<file path="config.mk">
export PLATFORM = sky130hd
export DESIGN_NAME = comparator_control_logic
export DESIGN_NICKNAME = d
export VERILOG_FILES = /design/src/logic/cmp_ctl_pkg.sv /design/src/logic/cmp_core.sv /design/src/logic/comparator_control_logic.sv
export SDC_FILE = /design/constraint.sdc
export NUM_CORES = 1
export LEC_CHECK = 0
export BUFFER_PORTS_ARGS = -buffer_cell sky130_fd_sc_hd__buf_2
export CORE_MARGIN = 2
export CORE_UTILIZATION = 40
export CTS_CLUSTER_SIZE = 40
export DETAILED_ROUTE_END_ITERATION = 16
export PLACE_DENSITY = 0.74
export SLEW_MARGIN = 40
export SYNTH_ARGS = -nofsm -noshare
export SYNTH_HDL_FRONTEND = slang
export SYNTH_SLANG_ARGS = --single-unit
</file>
<file path="constraint.sdc">
create_clock -name ref_clk_i -period 3.2 [get_ports ref_clk_i]
set_clock_uncertainty 0.2 [all_clocks]
set_input_delay 0.64 -clock ref_clk_i [delete_from_list [all_inputs] [get_ports ref_clk_i]]
set_output_delay 0.64 -clock ref_clk_i [all_outputs]
set_load 0.1 [all_outputs]
</file>
<file path="src/logic/cmp_ctl_pkg.sv">
// Purpose: Shared constants, types and mode decoding for the comparator control block
// Assumes: Analog levels arrive as digitised codes on the core clock
// Notes: One byte-wide register port, read data in the cycle after the read strobe
`default_nettype none
package cmp_ctl_pkg;
    localparam int unsigned ANA_W = 10;
    // Register offsets
    localparam logic [7:0] CFG_OFS = 8'h00;
    localparam logic [7:0] CFG2_OFS = 8'h01;
    localparam logic [7:0] IRQ_OFS = 8'h02;
    // Values after reset
    localparam logic [7:0] CFG_RESET = 8'h00;
    localparam logic [7:0] CFG2_RESET = 8'h02;
    localparam logic [7:0] IRQ_RESET = 8'h00;
    // Field positions in the configuration register
    localparam int unsigned CFG_RESULT_BIT = 6;
    localparam int unsigned CFG_INVERT_BIT = 4;
    localparam int unsigned CFG_SWITCH_BIT = 3;
    // Field positions in the second configuration register
    localparam int unsigned CFG2_SYNC_BIT = 0;
    localparam int unsigned CFG2_GATE_BIT = 1;
    // Field positions in the interrupt control register
    localparam int unsigned IRQ_FLAG_BIT = 0;
    localparam int unsigned IRQ_CMPEN_BIT = 1;
    localparam int unsigned IRQ_PEREN_BIT = 2;
    localparam int unsigned IRQ_GLBEN_BIT = 3;

    // Comparator mode field encodings
    typedef enum logic [2:0] {
        MODE_RESET = 3'h0,
        MODE_PIN_OUT = 3'h1,
        MODE_PIN_INT = 3'h2,
        MODE_REF_OUT = 3'h3,
        MODE_REF_INT = 3'h4,
        MODE_MUX_INT = 3'h5,
        MODE_MUX_OUT = 3'h6,
        MODE_OFF = 3'h7
    } cmp_mode_t;

    // Sleep and wake sequencing; one bit changes per step, except two on the step back to run
    typedef enum logic [1:0] {
        ST_RUN = 2'b00,
        ST_SLEEP = 2'b01,
        ST_STEP = 2'b11
    } wake_state_t;

    // Digitised analog levels
    typedef struct packed {
        logic [ANA_W-1:0] pos_input_pin;
        logic [ANA_W-1:0] neg_input_pin;
        logic [ANA_W-1:0] internal_ref_voltage;
    } ana_in_t;

    // Register port request
    typedef struct packed {
        logic [7:0] addr;
        logic [7:0] wdata;
        logic wr;
        logic rd;
    } reg_req_t;

    // Pin configuration towards the port logic
    typedef struct packed {
        logic pos_analog;
        logic neg_analog;
        logic out_pin_drive;
    } pin_cfg_t;

    function automatic logic mode_is_off(input cmp_mode_t m);
        return (m == MODE_RESET) || (m == MODE_OFF);
    endfunction

    function automatic logic mode_is_mux(input cmp_mode_t m);
        return (m == MODE_MUX_INT) || (m == MODE_MUX_OUT);
    endfunction

    // Declared after the mux test so that no call reaches forward
    function automatic logic mode_uses_ref(input cmp_mode_t m);
        return (m == MODE_REF_OUT) || (m == MODE_REF_INT) || mode_is_mux(m);
    endfunction

    function automatic logic mode_drives_pin(input cmp_mode_t m);
        return (m == MODE_PIN_OUT) || (m == MODE_REF_OUT) || (m == MODE_MUX_OUT);
    endfunction
endpackage
`default_nettype wire

</file>
<file path="src/logic/cmp_core.sv">
// Purpose: Input routing, comparison and output polarity of the comparator
// Assumes: Level codes are stable on the core clock
// Notes: Equal levels keep the previous decision, acting as a tiny hysteresis
`default_nettype none
module cmp_core
    import cmp_ctl_pkg::*;
(
    input wire logic ref_clk_i,
    input wire logic rst_i,
    input wire cmp_mode_t mode_i,
    input wire logic out_invert_i,
    input wire logic input_switch_i,
    input wire ana_in_t ana_i,
    output logic raw_o,
    output logic result_o
);
    logic [ANA_W-1:0] noninv_input;
    logic [ANA_W-1:0] inv_input;
    logic next_raw;

    // Route pins or the reference to the two comparator inputs
    always_comb
    begin
        noninv_input = ana_i.pos_input_pin;
        inv_input = ana_i.neg_input_pin;
        if (mode_uses_ref(mode_i))
        begin
            noninv_input = ana_i.internal_ref_voltage;
        end
        if (mode_is_mux(mode_i) && input_switch_i)
        begin
            inv_input = ana_i.pos_input_pin;
        end
    end

    // Decision; off modes park the comparator low
    always_comb
    begin
        next_raw = raw_o;
        if (mode_is_off(mode_i))
        begin
            next_raw = 1'b0;
        end
        else if (noninv_input > inv_input)
        begin
            next_raw = 1'b1;
        end
        else if (noninv_input < inv_input)
        begin
            next_raw = 1'b0;
        end
    end

    // Raw and polarity-adjusted result
    always_ff @(posedge ref_clk_i or posedge rst_i)
    begin
        if (rst_i)
        begin
            raw_o <= 1'b0;
            result_o <= 1'b0;
        end
        else
        begin
            raw_o <= next_raw;
            result_o <= mode_is_off(mode_i) ? 1'b0 : (next_raw ^ out_invert_i);
        end
    end
endmodule
`default_nettype wire

</file>
<file path="src/logic/comparator_control_logic.sv">
// Purpose: Control, status, change flag and wake-up logic around one comparator
// Assumes: Core raises sleep_i while asleep and pulses instr_done_i per instruction
// Notes: Register reads return data in the cycle after the strobe, zero otherwise
//
// The register addresses and the address-and-strobe port were chosen for this implementation.
`default_nettype none
module comparator_control_logic
    import cmp_ctl_pkg::*;
(
    input wire logic ref_clk_i,
    input wire logic rst_i,
    input wire reg_req_t req_i,
    output logic [7:0] rdata_o,
    input wire ana_in_t ana_i,
    input wire logic sleep_i,
    input wire logic instr_done_i,
    output logic wake_o,
    output logic irq_req_o,
    output logic cmp_result_o,
    output logic cmp_out_pin_o,
    output logic cmp_out_pin_oe_n_o,
    output pin_cfg_t pin_cfg_o,
    output logic timer_gate_source_sel_o,
    output logic output_sync_sel_o
);
    cmp_mode_t cmp_mode_sel;
    logic out_invert;
    logic input_switch;
    logic timer_gate_source_sel;
    logic output_sync_sel;
    logic cmp_irq_enable;
    logic periph_irq_enable;
    logic global_irq_enable;
    logic cmp_change_flag;
    logic raw;
    logic result;
    logic prev_result;
    logic change;
    logic wake_cond;
    logic wr_cfg;
    logic wr_cfg2;
    logic wr_irq;
    logic [7:0] cfg_view;
    logic [7:0] cfg2_view;
    logic [7:0] irq_view;
    logic [7:0] next_rdata;
    wake_state_t state;
    wake_state_t next_state;

    // Write decode
    assign wr_cfg = req_i.wr && (req_i.addr == CFG_OFS);
    assign wr_cfg2 = req_i.wr && (req_i.addr == CFG2_OFS);
    assign wr_irq = req_i.wr && (req_i.addr == IRQ_OFS);

    // The comparator itself runs regardless of sleep state
    cmp_core u_core (
        .ref_clk_i(ref_clk_i),
        .rst_i(rst_i),
        .mode_i(cmp_mode_sel),
        .out_invert_i(out_invert),
        .input_switch_i(input_switch),
        .ana_i(ana_i),
        .raw_o(raw),
        .result_o(result)
    );

    // Configuration register; status bit is not writable
    always_ff @(posedge ref_clk_i or posedge rst_i)
    begin
        if (rst_i)
        begin
            cmp_mode_sel <= MODE_RESET;
            out_invert <= CFG_RESET[CFG_INVERT_BIT];
            input_switch <= CFG_RESET[CFG_SWITCH_BIT];
        end
        else if (wr_cfg)
        begin
            cmp_mode_sel <= cmp_mode_t'(req_i.wdata[2:0]);
            out_invert <= req_i.wdata[CFG_INVERT_BIT];
            input_switch <= req_i.wdata[CFG_SWITCH_BIT];
        end
    end

    // Second configuration register, held for the timer and sync logic
    always_ff @(posedge ref_clk_i or posedge rst_i)
    begin
        if (rst_i)
        begin
            timer_gate_source_sel <= CFG2_RESET[CFG2_GATE_BIT];
            output_sync_sel <= CFG2_RESET[CFG2_SYNC_BIT];
        end
        else if (wr_cfg2)
        begin
            timer_gate_source_sel <= req_i.wdata[CFG2_GATE_BIT];
            output_sync_sel <= req_i.wdata[CFG2_SYNC_BIT];
        end
    end

    // Interrupt enables
    always_ff @(posedge ref_clk_i or posedge rst_i)
    begin
        if (rst_i)
        begin
            cmp_irq_enable <= IRQ_RESET[IRQ_CMPEN_BIT];
            periph_irq_enable <= IRQ_RESET[IRQ_PEREN_BIT];
            global_irq_enable <= IRQ_RESET[IRQ_GLBEN_BIT];
        end
        else if (wr_irq)
        begin
            cmp_irq_enable <= req_i.wdata[IRQ_CMPEN_BIT];
            periph_irq_enable <= req_i.wdata[IRQ_PEREN_BIT];
            global_irq_enable <= req_i.wdata[IRQ_GLBEN_BIT];
        end
    end

    // Previous result, for change detection
    always_ff @(posedge ref_clk_i or posedge rst_i)
    begin
        if (rst_i)
        begin
            prev_result <= 1'b0;
        end
        else
        begin
            prev_result <= result;
        end
    end

    assign change = result != prev_result;

    // Change flag: a change in the clearing cycle wins, so no edge is lost
    always_ff @(posedge ref_clk_i or posedge rst_i)
    begin
        if (rst_i)
        begin
            cmp_change_flag <= IRQ_RESET[IRQ_FLAG_BIT];
        end
        else if (change)
        begin
            cmp_change_flag <= 1'b1;
        end
        else if (wr_irq && !req_i.wdata[IRQ_FLAG_BIT])
        begin
            cmp_change_flag <= 1'b0;
        end
    end

    // Wake needs both enables; the global enable only gates the vector
    assign wake_cond = cmp_change_flag && cmp_irq_enable && periph_irq_enable;

    // Sleep sequencing: the step state holds the vector off for one instruction
    always_comb
    begin
        next_state = state;
        unique case (state)
            ST_RUN:
            begin
                if (sleep_i)
                begin
                    next_state = ST_SLEEP;
                end
            end
            ST_SLEEP:
            begin
                if (wake_cond)
                begin
                    next_state = ST_STEP;
                end
            end
            ST_STEP:
            begin
                if (instr_done_i)
                begin
                    next_state = ST_RUN;
                end
            end
            default:
            begin
                next_state = ST_RUN;
            end
        endcase
    end

    always_ff @(posedge ref_clk_i or posedge rst_i)
    begin
        if (rst_i)
        begin
            state <= ST_RUN;
        end
        else
        begin
            state <= next_state;
        end
    end

    // Wake pulse and vector request
    assign wake_o = (state == ST_SLEEP) && wake_cond;
    assign irq_req_o = (state == ST_RUN) && wake_cond && global_irq_enable;

    // Pin configuration; reset mode leaves every pin analog
    always_comb
    begin
        pin_cfg_o.neg_analog = cmp_mode_sel != MODE_OFF;
        pin_cfg_o.pos_analog = !mode_uses_ref(cmp_mode_sel) || mode_is_mux(cmp_mode_sel);
        if (cmp_mode_sel == MODE_OFF)
        begin
            pin_cfg_o.pos_analog = 1'b0;
        end
        pin_cfg_o.out_pin_drive = mode_drives_pin(cmp_mode_sel);
    end

    // Output pin and plain outputs
    assign cmp_out_pin_o = result;
    assign cmp_out_pin_oe_n_o = !mode_drives_pin(cmp_mode_sel);
    assign cmp_result_o = result;
    assign timer_gate_source_sel_o = timer_gate_source_sel;
    assign output_sync_sel_o = output_sync_sel;

    // Read views; unused bits read as zero
    assign cfg_view = {1'b0, result, 1'b0, out_invert, input_switch, cmp_mode_sel};
    assign cfg2_view = {6'h00, timer_gate_source_sel, output_sync_sel};
    assign irq_view = {4'h0, global_irq_enable, periph_irq_enable, cmp_irq_enable,
        cmp_change_flag};

    always_comb
    begin
        next_rdata = 8'h00;
        if (req_i.rd)
        begin
            unique case (req_i.addr)
                CFG_OFS: next_rdata = cfg_view;
                CFG2_OFS: next_rdata = cfg2_view;
                IRQ_OFS: next_rdata = irq_view;
                default: next_rdata = 8'h00;
            endcase
        end
    end

    // Read data stands only in the cycle after the strobe
    always_ff @(posedge ref_clk_i or posedge rst_i)
    begin
        if (rst_i)
        begin
            rdata_o <= 8'h00;
        end
        else
        begin
            rdata_o <= next_rdata;
        end
    end
endmodule
`default_nettype wire

</file>
Word-level counts from Yosys, hierarchy flattened. Index checks and enable logic that the tools add are counted.

Bits of input ports: 52. Register bits after elaboration: 24. Word-level logic and storage cells: 72. Output and inout bits: 18.

Equal/unequal tests: 15. Bitwise operators: 1. Reductions and logical operators: 25. Magnitude comparators: 2. Mux-type cells: 15.

Operators by type and width (count): $pmux W7 S3 (1); $mux W10 (2); $eq A3 B3 Y1 const B (4); $gt A10 B10 Y1 (1); $logic_and A1 B1 Y1 (10); $lt A10 B10 Y1 (1); $eq A8 B1 Y1 const B (1); $eq A8 B2 Y1 const B (1); $logic_not A8 Y1 (1); $logic_or A1 B1 Y1 (7); $mux W1 (7); $mux W7 (1); $mux W2 (3); $ne A2 B2 Y1 const B (3); $pmux W2 S3 (1); $eq A3 B1 Y1 const B (1); $eq A3 B2 Y1 const B (1); $logic_not A1 Y1 (3); $logic_not A3 Y1 (1); $ne A3 B3 Y1 const B (1); $reduce_and A3 Y1 (1); $eq A2 B1 Y1 const B (1); $eq A2 B2 Y1 const B (1); $logic_not A2 Y1 (1); 3 further kinds (3).

Longest topological paths before layout.
Depth after elaboration: 10. Gate-level depth with buffers: 11. Depth with buffers taken out: 9.

Hierarchy. From an unflattened synthesis, not the netlist that was laid out.

Cells, all modules: 140. Area, all modules: 1506.4 sq um.

Modules (own cells, without submodules): comparator_control_logic (seq. area each 501.7 sq um, instances 1, cells an instance 80, area an instance 927.1 sq um); cmp_core (seq. area each 50.0 sq um, instances 1, cells an instance 60, area an instance 579.3 sq um).

Worst setup path before layout. No wires, ideal clock.

Path type: flip-flop to output port. Start: register cmp_irq_enable. End: output irq_req_o. Stages on the path, launching flop included: 3. Slack: -1.207 ns. Arrival: 3.567 ns. Path buffers: 0. Required time: 2.360 ns. Cells stage by stage: dfrtp_1 > nand3_1 > nor4b_1.

Word-level cells in the longest chain between the ends: 4.

RTL lines: start: declaration (RTL line comparator_control_logic.sv:31) `logic cmp_irq_enable;`; start signal: assignment (RTL line comparator_control_logic.sv:104) `cmp_irq_enable <= IRQ_RESET[IRQ_CMPEN_BIT];`; start signal: assignment (RTL line comparator_control_logic.sv:110) `cmp_irq_enable <= req_i.wdata[IRQ_CMPEN_BIT];`; $logic_and A1 B1 Y1 (2 in series) (RTL line comparator_control_logic.sv:149) `assign wake_cond = cmp_change_flag && cmp_irq_enable && periph_irq_enable;`; $logic_and A1 B1 Y1 (2 in series) (RTL line comparator_control_logic.sv:198) `assign irq_req_o = (state == ST_RUN) && wake_cond && global_irq_enable;`; end: declaration (RTL line comparator_control_logic.sv:18) `output logic irq_req_o,`.

Every way passes these cells.

Final worst setup path.
Start: register cmp_mode_sel[0]. End: register u_core.result_o.

Word-level cells in the longest chain between the ends: 10. Elaborated cells between the ends (all ways): 20. Those cells by class: order compare: 2; eq/ne: 5; mux: 6; bitwise: 1; reduce/logical: 6.

RTL lines: start: declaration (RTL line comparator_control_logic.sv:26) `cmp_mode_t cmp_mode_sel;`; start signal: assignment (RTL line comparator_control_logic.sv:78) `cmp_mode_sel <= cmp_mode_t'(req_i.wdata[2:0]);`; $eq A3 B2 Y1, or another cell as far along (RTL line cmp_ctl_pkg.sv:79) `return (m == MODE_REF_OUT) || (m == MODE_REF_INT) || mode_is_mux(m);`; $logic_or A1 B1 Y1, on equally long branches (RTL line cmp_ctl_pkg.sv:79, cmp_ctl_pkg.sv:74); $logic_or A1 B1 Y1 / $logic_and A1 B1 Y1 (equally long branches) (RTL line cmp_ctl_pkg.sv:79, cmp_core.sv:30); $mux W10, on equally long branches (RTL line cmp_core.sv:26, cmp_core.sv:30); $lt A10 B10 Y1 (RTL line cmp_core.sv:48) `else if (noninv_input < inv_input)`; $mux W1 (RTL line cmp_core.sv:48); $mux W1 (RTL line cmp_core.sv:44) `else if (noninv_input > inv_input)`; $mux W1 (RTL line cmp_core.sv:40) `if (mode_is_off(mode_i))`; $xor A1 B1 Y1 (RTL line cmp_core.sv:65) `result_o <= mode_is_off(mode_i) ? 1'b0 : (next_raw ^ out_invert_i);`; $mux W1 * (RTL line cmp_core.sv:65); end signal: assignment (RTL line cmp_core.sv:65); end: declaration (RTL line cmp_core.sv:15) `output logic result_o`.

Every way passes the cells marked *; elsewhere a longest branch is shown, timed or not. A chain may end at the register's enable or synchronous reset.

==> results_dict.tcl <==
set metrics [dict create \
    synth_most_common_cell "dfrtp_1" \
    syn_avg_cell_area_um2 10.6 \
    cts.clk_slew.worst_paths_ns 0.07 \
    antenna_found_initial 0 \
    ios 70 \
    rows 22 \
    drive_above_1_share 0.512 \
    p_per_area_mw_per_mm2 336 \
    path_cells "nand2_1 -> xor2_2 -> buf_12 -> mux2_2 -> ha_1 -> a21o_1 -> a21o_1 -> a2111o_1 -> o311ai_0 -> mux2i_1" \
    regMostFlops "rdata_o" \
    ys_ff_latch 22 \
    wire_per_inst_um 11.7 \
    cp-end-kind "flop" \
    vias 1243 \
    first_iter_violations 24 \
    grt_pass1_wl_mm 4.78 \
    io_buffers 64 \
    synth_top_cells_by_count "dfrtp_1, mux2_2, mux2i_1, ha_1, nor2_1" \
    grt_usage 0.143 \
    clk_latency_ns 0.25 \
    slowest_stage "dfrtp_2" \
    leakagePower_nw 1.00 \
    area_delta_synth_final_pct 31.9 \
    cts_sinks 22 \
    ys_warn_count 0 \
    rsz0062_at_grt "false" \
    hp-class "primary input to async pin" \
    crit_fanout 10 \
    reg_top3 "rdata_o (6), cmp_mode_sel (3), state (2)" \
    hold_violations 0 \
    period_share 0.931 \
    cts_tree "yes" \
    die_w_um 64.9 \
    placedCellCount 251 \
    max_slew.worst_pin.slew_ns 0.585 \
    netlist.top_cell.by_area "dfrtp_1" \
    p_total_mw 0.657 \
    grt_pass1_vias 1140 \
    nFillCells 335 \
    drv_slew 0 \
    placed_cell_area_mm2 0.00189 \
    cpMostUsedCell "a21o_1" \
    final_nets 270 \
    clockBufferDepth 2 \
    drv_cap 0 \
    start_kind "flop" \
    synth_edf_count 0 \
    ir_drop_uv 349 \
    ff2ff_path_depth 10 \
    synthCells 140 \
    critPathMaxStageDelay_ns 0.46 \
    period_minus_slack_ns 2.98 \
    dp_slack_ns 0.127 \
    post_cts_buffers 0 \
    synth_ff_type "dfrtp_1" \
    largest_register_ffs 6 \
    max_slew_margin 0.605 \
    fin_cells 255 \
    start_util 0.411 \
    drt-total-wl_mm 2.99 \
    clk_root_buffer_cell "clkbuf_8" \
    fin_ws_ns 0.220 \
    tns_ns 0 \
    async_flop_share 1.00 \
    core_mm2 0.00361 \
    critPathArrivalTime_ns 2.96 \
    fp.dieH_um 64.9 \
    cts_buffers 3 \
    fin_area_mm2 0.00196 \
    num_antenna_cells 0 \
    syn_area_mm2 0.00148 \
    worstPathRequired_ns 3.18 \
    setup_violations 0 \
    htreeDepth 1 \
    ant_nets 0 \
    drt-pass1-iter-count 4 \
    grt_max_degree 23 \
    yosysTopAreaCellShare 0.354 \
    yosys-top-cells-area "dfrtp_1, mux2_2, mux2i_1, ha_1, nor2_1" \
    synth-seq-area-share 0.372 \
    grt-ovfl-total 0 \
    synth_cell_type_count 38 \
    outcome "finished clean" \
    dp_hpwl_mm 2.49 \
    max_freq_mhz 336 \
    die_area_mm2 0.00421 \
    place.gp.congestion 0.754 \
    viasPerCell 4.87 \
    remaining_drc_errors 0 \
    crit_type "flop to flop" \
]
what timing repair did:
item / in CTS / in global routing
hold buffers: 0 / 0
endpoints found under the setup margin: 0 / 1
gates resized for setup: 0 / 3
metrics by stage:
stage | util | hold WS, ns
floorplan | - | 0.266
global placement | 0.524 | 0.269
detailed placement | 0.524 | 0.280
CTS | 0.540 | 0.302
global route | 0.542 | 0.215
finish | 0.542 | 0.180
cells in the final DEF, fill, tap and decap left out, types with 2 or more instances in the layout:
cell type,netlist,layout
a21o_1,2,2
a21oi_1,6,6
and2_1,3,3
buf_2,1,64
buf_4,3,6
clkbuf_8,0,4
conb_1,1,2
dfrtp_1,21,20
ha_1,10,10
inv_1,4,3
mux2_2,20,20
mux2i_1,16,15
nand2_1,7,7
nand2b_1,2,2
nand3_1,4,4
nand4_1,2,2
nor2_1,9,9
nor3_1,4,4
o21ai_0,2,2
logic make-up (layout without fill, tap and decap cells):
group | Yosys count | count (layout) | synth area share
other cells | 1 | 2 | 0.00253
compound gates | 15 | 15 | 0.0658
flops | 22 | 22 | 0.372
xor+xnor | 3 | 3 | 0.0177
fa+ha+maj | 10 | 10 | 0.0844
buf+inv | 13 | 79 | 0.0447
simple gates | 40 | 40 | 0.153
mux | 36 | 36 | 0.260
layout make-up:
cell class                 instances  area, µm²  share of cell area
clock buffer                       4       55.1              0.0282
inverter                           4       15.0             0.00768
multi-input combinational        106        887               0.454
sequential                        22        553               0.283
tap                               48       60.1              0.0307
timing repair buffer              71        385               0.197
path summary, 6_finish.rpt:
kind,startpoint,slack (ns),endpoint
max in group asynchronous,rst_i,2.28,timer_gate_source_sel_o
setup / recovery,cmp_mode_sel[0],0.22,u_core.result_o
setup reg to reg,cmp_mode_sel[0],0.22,u_core.result_o
hold / removal,rst_i,0.18,prev_result
hold reg to reg,u_core.result_o,0.29,prev_result
min in group ref_clk_i,u_core.result_o,0.29,prev_result
power by group:
| part | internal [mW] | switching [mW] | total [mW] | leakage [nW] |
|---|---|---|---|---|
| logic | 0.0683 | 0.100 | 0.169 | 0.682 |
| clock network | 0.109 | 0.0828 | 0.192 | 0.0288 |
| registers | 0.287 | 0.00833 | 0.296 | 0.290 |
| total | 0.465 | 0.191 | 0.657 | 1.00 |
worst max-delay path, delay by kind of cell, from the launching register on:
family	cells	cell delay (ns)
compound gates	4	0.90
mux	2	0.57
flops	1	0.46
fa+ha+maj	1	0.31
xor+xnor	1	0.20
buf+inv	1	0.16
simple gates	1	0.12
routing by layer:
metal	vias to the layer above	GRT usage	part of all wire
met5	-	0	0
met4	0	0.0372	0
met3	0	0.0208	0.070
met2	45	0.254	0.49
met1	567	0.180	0.44
li1	631	-	-
Power figures use the tool's default switching activity.
